**src/design/pix_pack_pkg.sv**
```systemverilog
// package for the luma/chroma byte packer: types, orders, constants
// assumes one pixel clock shared by source, packer and transmitter
// Contract
// each pixel's 8-bit brightness goes out unchanged as its luma byte
// every chroma byte, blue or red difference, is zero in both orders
// one luma per pixel; one chroma pair per two pixels, from even pixel
// chroma-first: blue, even luma, red, odd luma; pairs back to back
// luma-first: even luma, blue, odd luma, red
// luma code is unsigned and equals the signal level, 0x00 to 0xFF
// chroma code is straight binary and always zero
// pixels go row by row; a row ends before the next begins
// first pixel of each frame is row zero, column zero
// columns go in ascending order within a row
// rows go in ascending order; last row index n gives n+1 lines
// pairs are consecutive pixels; frames hold an even pixel count
package pix_pack_pkg;
    localparam int unsigned PIX_W        = 8;
    localparam int unsigned COL_W        = 12;
    localparam int unsigned ROW_W        = 12;
    localparam logic [7:0]  CHROMA_ZERO  = 8'h00;
    localparam int unsigned FIFO_DEPTH   = 8;

    typedef enum logic {
        CHROMA_FIRST = 1'b0,
        LUMA_FIRST   = 1'b1
    } byte_order_t;

    // pixel entering from the sensor pipeline
    typedef struct packed {
        logic [PIX_W-1:0] level;
        logic             sof;
        logic             eol;
        logic             eof;
    } pixel_t;

    // byte leaving toward the frame transmitter
    typedef struct packed {
        logic [7:0] data;
        logic       sof;
        logic       eol;
        logic       eof;
    } out_byte_t;

    typedef enum logic [3:0] {
        ST_B0 = 4'b0001,
        ST_B1 = 4'b0010,
        ST_B2 = 4'b0100,
        ST_B3 = 4'b1000
    } slot_t;
endpackage

```
**src/design/pix_fifo.sv**
```systemverilog
// small synchronous fifo with valid/ready on both sides
// assumes a single clock and async active-low reset
`timescale 1ns/1ps
`default_nettype none
module pix_fifo #(
    parameter int unsigned WIDTH = 11,
    parameter int unsigned DEPTH = 8
) (
    // clock and reset
    input  wire logic             clk,
    input  wire logic             rst_n,
    // fill side
    input  wire logic             in_valid,
    output logic                  in_ready,
    input  wire logic [WIDTH-1:0] in_data,
    // drain side
    output logic                  out_valid,
    input  wire logic             out_ready,
    output logic      [WIDTH-1:0] out_data
);
    localparam int unsigned AW = $clog2(DEPTH);

    logic [WIDTH-1:0] mem_ff [DEPTH];
    logic [AW-1:0]    wr_ff, nxt_wr, rd_ff, nxt_rd;
    logic [AW:0]      cnt_ff, nxt_cnt;
    logic             push, pop;

    assign in_ready  = (cnt_ff != AW'(0) + (AW+1)'(DEPTH)) ? 1'b1 : 1'b0;
    assign out_valid = (cnt_ff != '0);
    assign out_data  = mem_ff[rd_ff];
    assign push      = in_valid && in_ready;
    assign pop       = out_valid && out_ready;

    always_comb begin
        nxt_wr  = push ? ((wr_ff == AW'(DEPTH-1)) ? '0 : wr_ff + AW'(1)) : wr_ff;
        nxt_rd  = pop ? ((rd_ff == AW'(DEPTH-1)) ? '0 : rd_ff + AW'(1)) : rd_ff;
        nxt_cnt = cnt_ff + (AW+1)'(push) - (AW+1)'(pop);
    end

    always_ff @(posedge clk or negedge rst_n) begin
        if (!rst_n) begin
            wr_ff  <= '0;
            rd_ff  <= '0;
            cnt_ff <= '0;
        end else begin
            wr_ff  <= nxt_wr;
            rd_ff  <= nxt_rd;
            cnt_ff <= nxt_cnt;
        end
    end

    always_ff @(posedge clk) begin
        if (push) begin
            mem_ff[wr_ff] <= in_data;
        end
    end
endmodule // pix_fifo
`default_nettype wire

```
**src/design/mono_yuv422_byte_packer.sv**
```systemverilog
// packs mono pixels into a 4:2:2 byte stream with zero chroma
// assumes raster-ordered pixels from the pipeline on the same clock
`timescale 1ns/1ps
`default_nettype none
module mono_yuv422_byte_packer
(
    // clock and reset
    input  wire logic                      CLOCK,
    input  wire logic                      RESETN,
    // configuration
    input  wire pix_pack_pkg::byte_order_t ORDER,
    // pixel input
    input  wire logic                      PIX_VALID,
    output logic                           PIX_READY,
    input  wire pix_pack_pkg::pixel_t      PIX_IN,
    // byte output
    output logic                           BYTE_VALID,
    input  wire logic                      BYTE_READY,
    output pix_pack_pkg::out_byte_t        BYTE_OUT,
    // status
    output logic                           ORDER_ERR
);
    import pix_pack_pkg::*;

    localparam int unsigned OB_W = $bits(out_byte_t);

    slot_t            slot_ff, nxt_slot;
    logic [PIX_W-1:0] even_ff, nxt_even;
    byte_order_t      ord_ff, nxt_ord;
    logic             err_ff, nxt_err;
    out_byte_t        enc;
    logic             f_valid, f_ready;
    logic             take;

    // even pixel is latched, odd pixel completes the group
    assign take = PIX_VALID && PIX_READY;

    // only chroma-first slot B1 comes from the latched even pixel; luma in B0, B2 and B3 is taken from PIX_IN
    always_comb begin
        enc      = '0;
        f_valid  = 1'b0;
        PIX_READY = 1'b0;
        case (slot_ff)
            ST_B0: begin
                // first byte, order picked
                enc.data  = (ord_ff == LUMA_FIRST) ? PIX_IN.level : CHROMA_ZERO;
                // frame start on group's first byte
                enc.sof   = PIX_IN.sof;
                f_valid   = PIX_VALID;
                PIX_READY = f_ready;
            end
            ST_B1: begin
                // luma passes straight through
                enc.data = (ord_ff == LUMA_FIRST) ? CHROMA_ZERO : even_ff;
                f_valid  = 1'b1;
            end
            ST_B2: begin
                // chroma held at zero
                enc.data = (ord_ff == LUMA_FIRST) ? PIX_IN.level : CHROMA_ZERO;
                f_valid  = (ord_ff == LUMA_FIRST) ? PIX_VALID : 1'b1;
                PIX_READY = (ord_ff == LUMA_FIRST) ? f_ready : 1'b0;
            end
            ST_B3: begin
                enc.data  = (ord_ff == LUMA_FIRST) ? CHROMA_ZERO : PIX_IN.level;
                enc.eol   = PIX_IN.eol;
                enc.eof   = PIX_IN.eof;
                f_valid   = (ord_ff == LUMA_FIRST) ? 1'b1 : PIX_VALID;
                PIX_READY = (ord_ff == LUMA_FIRST) ? 1'b0 : f_ready;
            end
            default: begin
                enc = '0;
            end
        endcase
    end

    // odd pixel info for luma-first last byte is held from ST_B2
    logic [1:0] odd_flags_ff, nxt_odd_flags;

    always_comb begin
        nxt_slot      = slot_ff;
        nxt_even      = even_ff;
        nxt_ord       = ord_ff;
        nxt_err       = err_ff;
        nxt_odd_flags = odd_flags_ff;
        case (slot_ff)
            ST_B0: begin
                if (take) begin
                    // even pixel of the pair
                    nxt_even     = PIX_IN.level;
                    nxt_slot     = ST_B1;
                    // pair may not split at a row end
                    if (PIX_IN.eol || PIX_IN.eof) begin
                        nxt_err = 1'b1;
                    end
                end else begin
                    // order changes only between pairs
                    nxt_ord = ORDER;
                end
            end
            ST_B1: begin
                if (f_ready) begin
                    nxt_slot = ST_B2;
                end
            end
            ST_B2: begin
                if (f_valid && f_ready) begin
                    nxt_slot = ST_B3;
                    if (ord_ff == LUMA_FIRST) begin
                        nxt_odd_flags = {PIX_IN.eol, PIX_IN.eof};
                    end
                end
            end
            ST_B3: begin
                if (f_valid && f_ready) begin
                    // groups follow raster order
                    nxt_slot = ST_B0;
                    nxt_ord  = ORDER;
                end
            end
            default: begin
                nxt_slot = ST_B0;
            end
        endcase
    end

    always_ff @(posedge CLOCK or negedge RESETN) begin
        if (!RESETN) begin
            slot_ff      <= ST_B0;
            even_ff      <= '0;
            ord_ff       <= CHROMA_FIRST;
            err_ff       <= 1'b0;
            odd_flags_ff <= 2'b00;
        end else begin
            slot_ff      <= nxt_slot;
            even_ff      <= nxt_even;
            ord_ff       <= nxt_ord;
            err_ff       <= nxt_err;
            odd_flags_ff <= nxt_odd_flags;
        end
    end

    // final byte flags, luma-first takes the held odd flags
    out_byte_t fin;
    always_comb begin
        fin = enc;
        if (slot_ff == ST_B3 && ord_ff == LUMA_FIRST) begin
            fin.eol = odd_flags_ff[1];
            fin.eof = odd_flags_ff[0];
        end
    end

    assign ORDER_ERR = err_ff;

    pix_fifo #(
        .WIDTH (OB_W),
        .DEPTH (FIFO_DEPTH)
    ) u_fifo (
        .clk       (CLOCK),
        .rst_n     (RESETN),
        .in_valid  (f_valid),
        .in_ready  (f_ready),
        .in_data   (fin),
        .out_valid (BYTE_VALID),
        .out_ready (BYTE_READY),
        .out_data  (BYTE_OUT)
    );
endmodule // mono_yuv422_byte_packer
`default_nettype wire

```
**config.mk**
```make
export PLATFORM = sky130hd
export DESIGN_NAME = mono_yuv422_byte_packer
export DESIGN_NICKNAME = d
export VERILOG_FILES = /design/src/design/pix_pack_pkg.sv /design/src/design/pix_fifo.sv /design/src/design/mono_yuv422_byte_packer.sv
export SDC_FILE = /design/constraint.sdc
export NUM_CORES = 1
export LEC_CHECK = 0
export BUFFER_PORTS_ARGS = -buffer_cell sky130_fd_sc_hd__buf_2
export CORE_ASPECT_RATIO = 0.75
export CORE_UTILIZATION = 52
export CTS_BUF_LIST = sky130_fd_sc_hd__clkbuf_16
export CTS_CLUSTER_SIZE = 10
export DETAILED_ROUTE_END_ITERATION = 12
export PLACE_DENSITY = 0.7
export SYNTH_ARGS = -nofsm -noshare
export SYNTH_HDL_FRONTEND = slang
export SYNTH_HIERARCHICAL = 1
export SYNTH_SLANG_ARGS = --single-unit
```
**constraint.sdc**
```tcl
create_clock -name CLOCK -period 3 [get_ports CLOCK]
set_input_delay 0.6 -clock CLOCK [delete_from_list [all_inputs] [get_ports CLOCK]]
set_output_delay 0.6 -clock CLOCK [all_outputs]
set_load 0.03 [all_outputs]
```
* After elaboration in Yosys (flattened, before gate mapping)
Memory sizes are Yosys's and may differ from the RTL's. Index checks and enable logic that the tools add are counted.
Storage, ports and cells: memories 1, bits in writable memories 88, register bits after elaboration 26, input port bits 16, output and inout bits 14, word-level logic and storage cells 64
Memories:
- u_fifo.mem_ff | words 8, bits a word 11, rd ports 1, clocked after Yosys merged registers in 0, write ports 1, RTL line pix_fifo.sv:23 | logic [WIDTH-1:0] mem_ff [DEPTH];
Cells by class: reductions and logical operators 13, equality and inequality tests 12, mux-type cells 26, add/sub/neg operators 4
Operator list (number):
- 2-to-1 mux 8 bit | 3
- case mux 8 bit (3 select lines) | 1
- 2-to-1 mux 4 bit | 4
- case mux 4 bit (4 select lines) | 1
- 2-to-1 mux 1 bit | 10
- AND reduction 3 bit | 3
- adder 3 x 1 -> 3 bit (second input constant) | 2
- equality test 3 bit (second input constant) | 2
- 2-to-1 mux 3 bit | 2
- != test 2 bit (second input constant) | 3
- adder 4 x 1 -> 4 bit | 1
- equality test 4 x 1 -> 1 bit (second input constant) | 1
- equality test 4 x 2 -> 1 bit (second input constant) | 1
- equality test 4 x 3 -> 1 bit (second input constant) | 1
- equality test 4 bit (second input constant) | 1
- logical AND 1 bit | 4
- 2-to-1 mux 2 bit | 2
- != test 2 x 1 -> 1 bit (second input constant) | 2
- != test 4 bit (second input constant) | 1
- case mux 1 bit (4 select lines) | 1
- AND reduction 4 bit | 1
- nonzero test 4 bit | 1
- subtractor 4 x 1 -> 4 bit | 1
- case mux 1 bit (3 select lines) | 1
- other kinds (5) | 5

* Longest topological paths before layout
depth after elaboration 7, depth in mapped cells 11, mapped depth without buffers 11

* Hierarchy
Netlist, hierarchy kept.
By module, submodules not included:
- pix_fifo | area each 3993.8 sq um, cells each 183, seq. area each 2892.8 sq um, instances 1
- mono_yuv422_byte_packer | area each 978.4 sq um, cells each 93, seq. area each 401.6 sq um, instances 1

* Least setup slack after synthesis
Ideal clock, no wire load.
path type register -> register, start point register slot_ff[3], end point memory u_fifo.mem_ff[0][0], enable pin, library setup time 0.408 ns, required time 2.592 ns, stages on the path, launching flop included 6, setup slack 0.326 ns, buffers on the path 1, data arrival time 2.266 ns, clock period less this slack 2.674 ns, cells stage by stage dfrtp_1 > clkbuf_1 > nor4_1 > a211o_1 > nand2_2 > nor4_1
On the way: cells in the longest elaborated chain, start to end 5, elaborated cells on any way between the ends 8, classes of those cells eq/ne: 4; mux: 3; reduce/logical: 1
Ends and longest elaborated chain:
- start: declaration | RTL line mono_yuv422_byte_packer.sv:27 | slot_t slot_ff, nxt_slot;
- start signal: assignment | RTL line mono_yuv422_byte_packer.sv:134 | slot_ff <= nxt_slot;
- equality test 4 bit, or another cell as far along | RTL line mono_yuv422_byte_packer.sv:43 | case (slot_ff)
- case mux 1 bit (4 select lines) * | RTL line mono_yuv422_byte_packer.sv:43
- named net f_valid | RTL line mono_yuv422_byte_packer.sv:32 | logic f_valid, f_ready;
- logical AND 1 bit * | RTL line pix_fifo.sv:31 | assign push = in_valid && in_ready;
- 2-to-1 mux 1 bit * | RTL line pix_fifo.sv:53 | if (push) begin
- 2-to-1 mux 1 bit (not written as such) * | RTL line pix_fifo.sv:54 | mem_ff[wr_ff] <= in_data;
- end: declaration | RTL line pix_fifo.sv:23
The timed path passes the listed nets; every way through them passes the cells marked *.

==> summary by stage <==
Routing
The routed wire length per instance is 20.0 um. The number of violations reported at the end of detailed-routing iteration 0 is 182. After detailed routing, the number of vias per cell comes to 5.73. The first detailed-routing pass ran for 4 iterations. The total DRC errors in the routed layout is 0. For this block, the routed nets add up to 9.37 mm of wire. Across all layers, the routed design uses 2683 vias. The antenna violation net count after detailed routing is 0.

Setup path
The dominant delay contributor by cell family on the critical path is multiplexers. The critical path goes through buf_12, mux4_1, mux2_2, buf_2. The endpoint of the lowest-slack register-to-register path is u_fifo/cnt_ff[2]$_DFF_PN0_.

The setup path with the least slack is of type flop to output port. STA classifies the critical path startpoint as a flop. The startpoint identified for the worst register-to-register timing path is slot_ff[0]$_DFFE_PN1P_. For the worst setup path, the data required time is 2.40 ns. The endpoint class of the critical path is an output port. On the worst path, the slowest cell contributes a delay of 0.60 ns. For the worst flop-to-flop path, the logic depth is 9. The slack of the worst reg-to-reg path is 0.42 ns.

The highest fanout seen on the critical path is 22. Counting both buffers and inverters, the worst setup path holds a total of 2. Among all stages on the critical path, the largest delay is contributed by sky130_fd_sc_hd__mux4_1. At the worst endpoint, the arrival time is 2.13 ns.

Cells and area
The repair_antennas step left the layout with diodes totalling 0. The utilization after layout is 63.8%. Counting the fill cells in the layout gives 659. The area growth from synthesis to final layout is 17.5%. Of the cells placed in the final design, the portion with a size suffix greater than 1 is 30.6%. The combined flip-flop and latch cell area is 3290 um^2.

After the last flow step, the layout net total stands at 355. Summing all multi-input logic gate instances after layout gives 1580 um^2.

GRT
The number of antenna violations at the first check in global routing was 0. The total overflow left after global routing is 0. The total global routing track utilization is 21.5%.

The first-pass GRT wire length is 14.6 mm. The number of global-route vias before repair is 2720. Entering global routing, the biggest net connects 27 pins.

Floorplan
In this run the core area contains 30 standard-cell rows. The number of I/O pins is 30. The die covers 9960 um^2.

The floorplan step set the die width to 115 um. The height of the chip is 86.7 um. For this configuration, the core starts out at a cell density of 54.3%. The core area is 9160 um^2.

Yosys
The number of register bits inferred by synthesis is 114. By area the synthesized netlist is led by sky130_fd_sc_hd__edfxtp_1 53%, sky130_fd_sc_hd__dfrtp_1 13%, sky130_fd_sc_hd__mux4_1 10%. The netlist uses 42 different library cells. Of all cell types, the one taking the most synthesized area is sky130_fd_sc_hd__edfxtp_1.

The Yosys warning count is 6. In this run the mean area of a mapped cell was 18.0 um^2. After technology mapping, the gate count stands at 276. The mapped netlist covers 4970 um^2. After synthesis, flip-flops and latches occupy 66.3% of the total area. The synthesized net count is 303.

In this run the biggest area consumer among cell types represents 53.1% of the synthesized area.

Placed design
The placer's final routability congestion estimate is 0.887. The final HPWL from detailed placement is 5.64 mm. Port buffering added 29 buffers.

Power and ir drop
The sequential share of power is 37.9%. Combinational cells account for 35.5% of the total power. Net switching is 33.2% of the power.

The worst ir drop on vdd is 778 uV. In this run, the clock network consumes 26.6% of the power. The internal power of the cells is 4.36 mW. The net switching power figure is 2.17 mW. Summed over all cells, the static leakage comes to 2.29 nW. In this run the power density over the cells is 1120 nW/um^2.

Timing
Setup violations remaining at the end of the flow were counted as 0. At the pin with the least slew margin, the transition time is 0.969 ns. The number of hold violations in the final report is 0. The tightest hold path in the finished design has a slack of 0.219 ns. The maximum clock skew at final layout is 0.0229 ns. The number of pins with negative max-slew slack in the final report is 0.

Setup total negative slack on the finished layout was measured at 0 ns. The headroom to the max-slew limit is 34.8%. The routed design could run at a clock period as short as 2.73 ns. The highest clock frequency the design can meet is 366 MHz. Setup repair after global routing left no endpoint under its margin.

In the finished design, the share of the clock period the worst path needs comes to 91.1%.

Clock network
In this run the post-CTS setup repair buffer count came out at 0. The TritonCTS clock tree is yes. The maximum count of clock buffers along a single path is 2.

Buffers inserted during clock tree synthesis total 17. The cell sitting at the root of the clock tree is a sky130_fd_sc_hd__clkbuf_16. The H-tree was split into 4 levels. The tree built by TritonCTS fans out to 114 sinks.

In this run, post-CTS repair resized a total of 0 instances. After clock tree synthesis, the flow added hold-fix buffers numbering 0. After clock tree synthesis, the clock-pin slew on the worst setup and hold paths is 0.05 ns. The clock reaches the later pin of the worst-skew pair after 0.42 ns.

Run
The number of max-cap violations is 0.

Status
The flow ran to the end, and the final reports show no timing, DRC or antenna violations.

Min path
In this run the worst hold path is classified as input pin to async pin.
area by class of cell:
class | count | area share [%]
clock buffer | 17 | 7.28
timing repair buffer | 44 | 4.62
tap | 128 | 2.74
inverter | 7 | 0.450
clock inverter | 14 | 1.46
multi-input combinational | 144 | 27.1
sequential | 114 | 56.4
cells in the mapped netlist:
library cell	count
sky130_fd_sc_hd__nor3_1	6
sky130_fd_sc_hd__o2bb2ai_1	1
sky130_fd_sc_hd__nor3b_1	1
sky130_fd_sc_hd__mux2_4	8
sky130_fd_sc_hd__and2_1	1
sky130_fd_sc_hd__edfxtp_1	88
sky130_fd_sc_hd__or3b_2	2
sky130_fd_sc_hd__nand3_1	3
sky130_fd_sc_hd__o21bai_1	2
sky130_fd_sc_hd__o21ai_0	2
sky130_fd_sc_hd__nor2b_1	2
sky130_fd_sc_hd__nand2b_4	1
sky130_fd_sc_hd__mux2_2	19
sky130_fd_sc_hd__a21oi_1	5
sky130_fd_sc_hd__o22ai_1	1
sky130_fd_sc_hd__or2b_1	1
sky130_fd_sc_hd__mux4_2	3
sky130_fd_sc_hd__nor4_2	1
sky130_fd_sc_hd__a211o_1	1
sky130_fd_sc_hd__a22o_1	8
sky130_fd_sc_hd__ha_1	10
sky130_fd_sc_hd__dfstp_2	1
sky130_fd_sc_hd__inv_1	7
sky130_fd_sc_hd__nor4_1	4
sky130_fd_sc_hd__xor2_1	3
sky130_fd_sc_hd__a31oi_1	1
sky130_fd_sc_hd__nand2b_1	7
sky130_fd_sc_hd__a211oi_1	1
sky130_fd_sc_hd__a21o_1	3
sky130_fd_sc_hd__nor2_1	12
sky130_fd_sc_hd__nand2_2	1
sky130_fd_sc_hd__nand2_1	8
sky130_fd_sc_hd__dfrtp_1	25
sky130_fd_sc_hd__buf_6	4
sky130_fd_sc_hd__fa_1	1
sky130_fd_sc_hd__or2_1	1
sky130_fd_sc_hd__mux2i_1	3
sky130_fd_sc_hd__clkbuf_1	4
sky130_fd_sc_hd__buf_2	3
sky130_fd_sc_hd__or3_1	1
sky130_fd_sc_hd__nor4b_1	1
sky130_fd_sc_hd__mux4_1	19
routing by layer:
metal  track usage (%)  wire, um
met1              28.4      4130
met3              8.53       675
met4              8.03        95
met2              32.4      4460
met5                 0         0
placed cells by master, fill, tap and decap left out, types with 3 or more instances in the layout:
cell,instances
sky130_fd_sc_hd__edfxtp_1,88
sky130_fd_sc_hd__buf_2,29
sky130_fd_sc_hd__dfrtp_1,25
sky130_fd_sc_hd__mux2_2,19
sky130_fd_sc_hd__mux4_1,19
sky130_fd_sc_hd__clkbuf_16,17
sky130_fd_sc_hd__buf_4,14
sky130_fd_sc_hd__nor2_1,12
sky130_fd_sc_hd__inv_1,11
sky130_fd_sc_hd__ha_1,10
sky130_fd_sc_hd__a22o_1,8
sky130_fd_sc_hd__nand2_1,8
sky130_fd_sc_hd__mux2_4,8
sky130_fd_sc_hd__nand2b_1,7
sky130_fd_sc_hd__nor3_1,6
sky130_fd_sc_hd__a21oi_1,5
sky130_fd_sc_hd__clkinv_2,5
sky130_fd_sc_hd__clkinv_1,4
sky130_fd_sc_hd__xor2_1,3
sky130_fd_sc_hd__mux2i_1,3
sky130_fd_sc_hd__nor4_1,3
sky130_fd_sc_hd__a21o_1,3
sky130_fd_sc_hd__nand3_1,3
sky130_fd_sc_hd__mux4_2,3
worst max-delay path by stage:
stage,start,end,slack [ns],depth (start not counted)
final,u_fifo/rd_ff[0]$_DFFE_PN0P_,BYTE_OUT[0],0.27,4
after global routing,u_fifo/rd_ff[0]$_DFFE_PN0P_,BYTE_OUT[0],0.16,4
after global placement,PIX_VALID,u_fifo/cnt_ff[2]$_DFF_PN0_,0.43,10
after detailed placement,PIX_VALID,u_fifo/cnt_ff[2]$_DFF_PN0_,0.39,10
after CTS,u_fifo/rd_ff[0]$_DFFE_PN0P_,BYTE_OUT[1],0.25,4
after floorplan,slot_ff[3]$_DFFE_PN0P_,u_fifo/mem_ff[0][0]$_DFFE_PP_,0.33,5
cells by family (layout without fill, tap and decap cells):
group | count (synthesis) | after routing | synth area share (%)
multiplexers | 52 | 52 | 18.7
XOR/XNOR | 3 | 3 | 0.529
flip-flops | 114 | 114 | 66.3
AND/OR/NAND/NOR | 53 | 53 | 5.91
AO/OA/AOI/OAI | 25 | 25 | 3.62
buffers and inverters | 18 | 82 | 2.04
adder cells (fa/ha/maj) | 11 | 11 | 2.92
metrics by stage:
| stage | setup slack, ns | cell area (um^2) | std cells | total power, mW |
|---|---|---|---|---|
| CTS | 0.254 | 5840 | 468 | 6.58 |
| detailed placement | 0.395 | 5330 | 437 | 4.82 |
| global placement | 0.427 | 5330 | 437 | 4.76 |
| global route | 0.158 | 5840 | 468 | 6.89 |
| floorplan | 0.326 | 4970 | 276 | 4.20 |
| finish | 0.268 | 5840 | 468 | 6.52 |
state kept, by name, summed over array words and instances (netlist names):
register,cells
ORDER_ERR,1
even_ff,8
odd_flags_ff,2
ord_ff,1
slot_ff,4
u_fifo/cnt_ff,4
u_fifo/mem_ff,88
u_fifo/rd_ff,3
u_fifo/wr_ff,3
power groups by stage:
stage / Sequential, mW / Combinational (mW) / Clock [mW]
global placement: 2.48 / 2.29 / 0
finish: 2.47 / 2.31 / 1.74
floorplan: 2.36 / 1.85 / 0
detailed placement: 2.49 / 2.33 / 0
CTS: 2.47 / 2.34 / 1.77
global route: 2.52 / 2.52 / 1.86
worst register-to-register path, cell delays in order (launching register included):
cell	delay [ns]
sky130_fd_sc_hd__dfstp_2	0.67
sky130_fd_sc_hd__nand2_1	0.11
sky130_fd_sc_hd__nor4_1	0.18
sky130_fd_sc_hd__a211o_1	0.22
sky130_fd_sc_hd__nand2_2	0.15
sky130_fd_sc_hd__ha_1	0.31
sky130_fd_sc_hd__inv_1	0.04
sky130_fd_sc_hd__ha_1	0.21
sky130_fd_sc_hd__fa_1	0.41
sky130_fd_sc_hd__xor2_1	0.17
(Power assumes the default switching activity.)
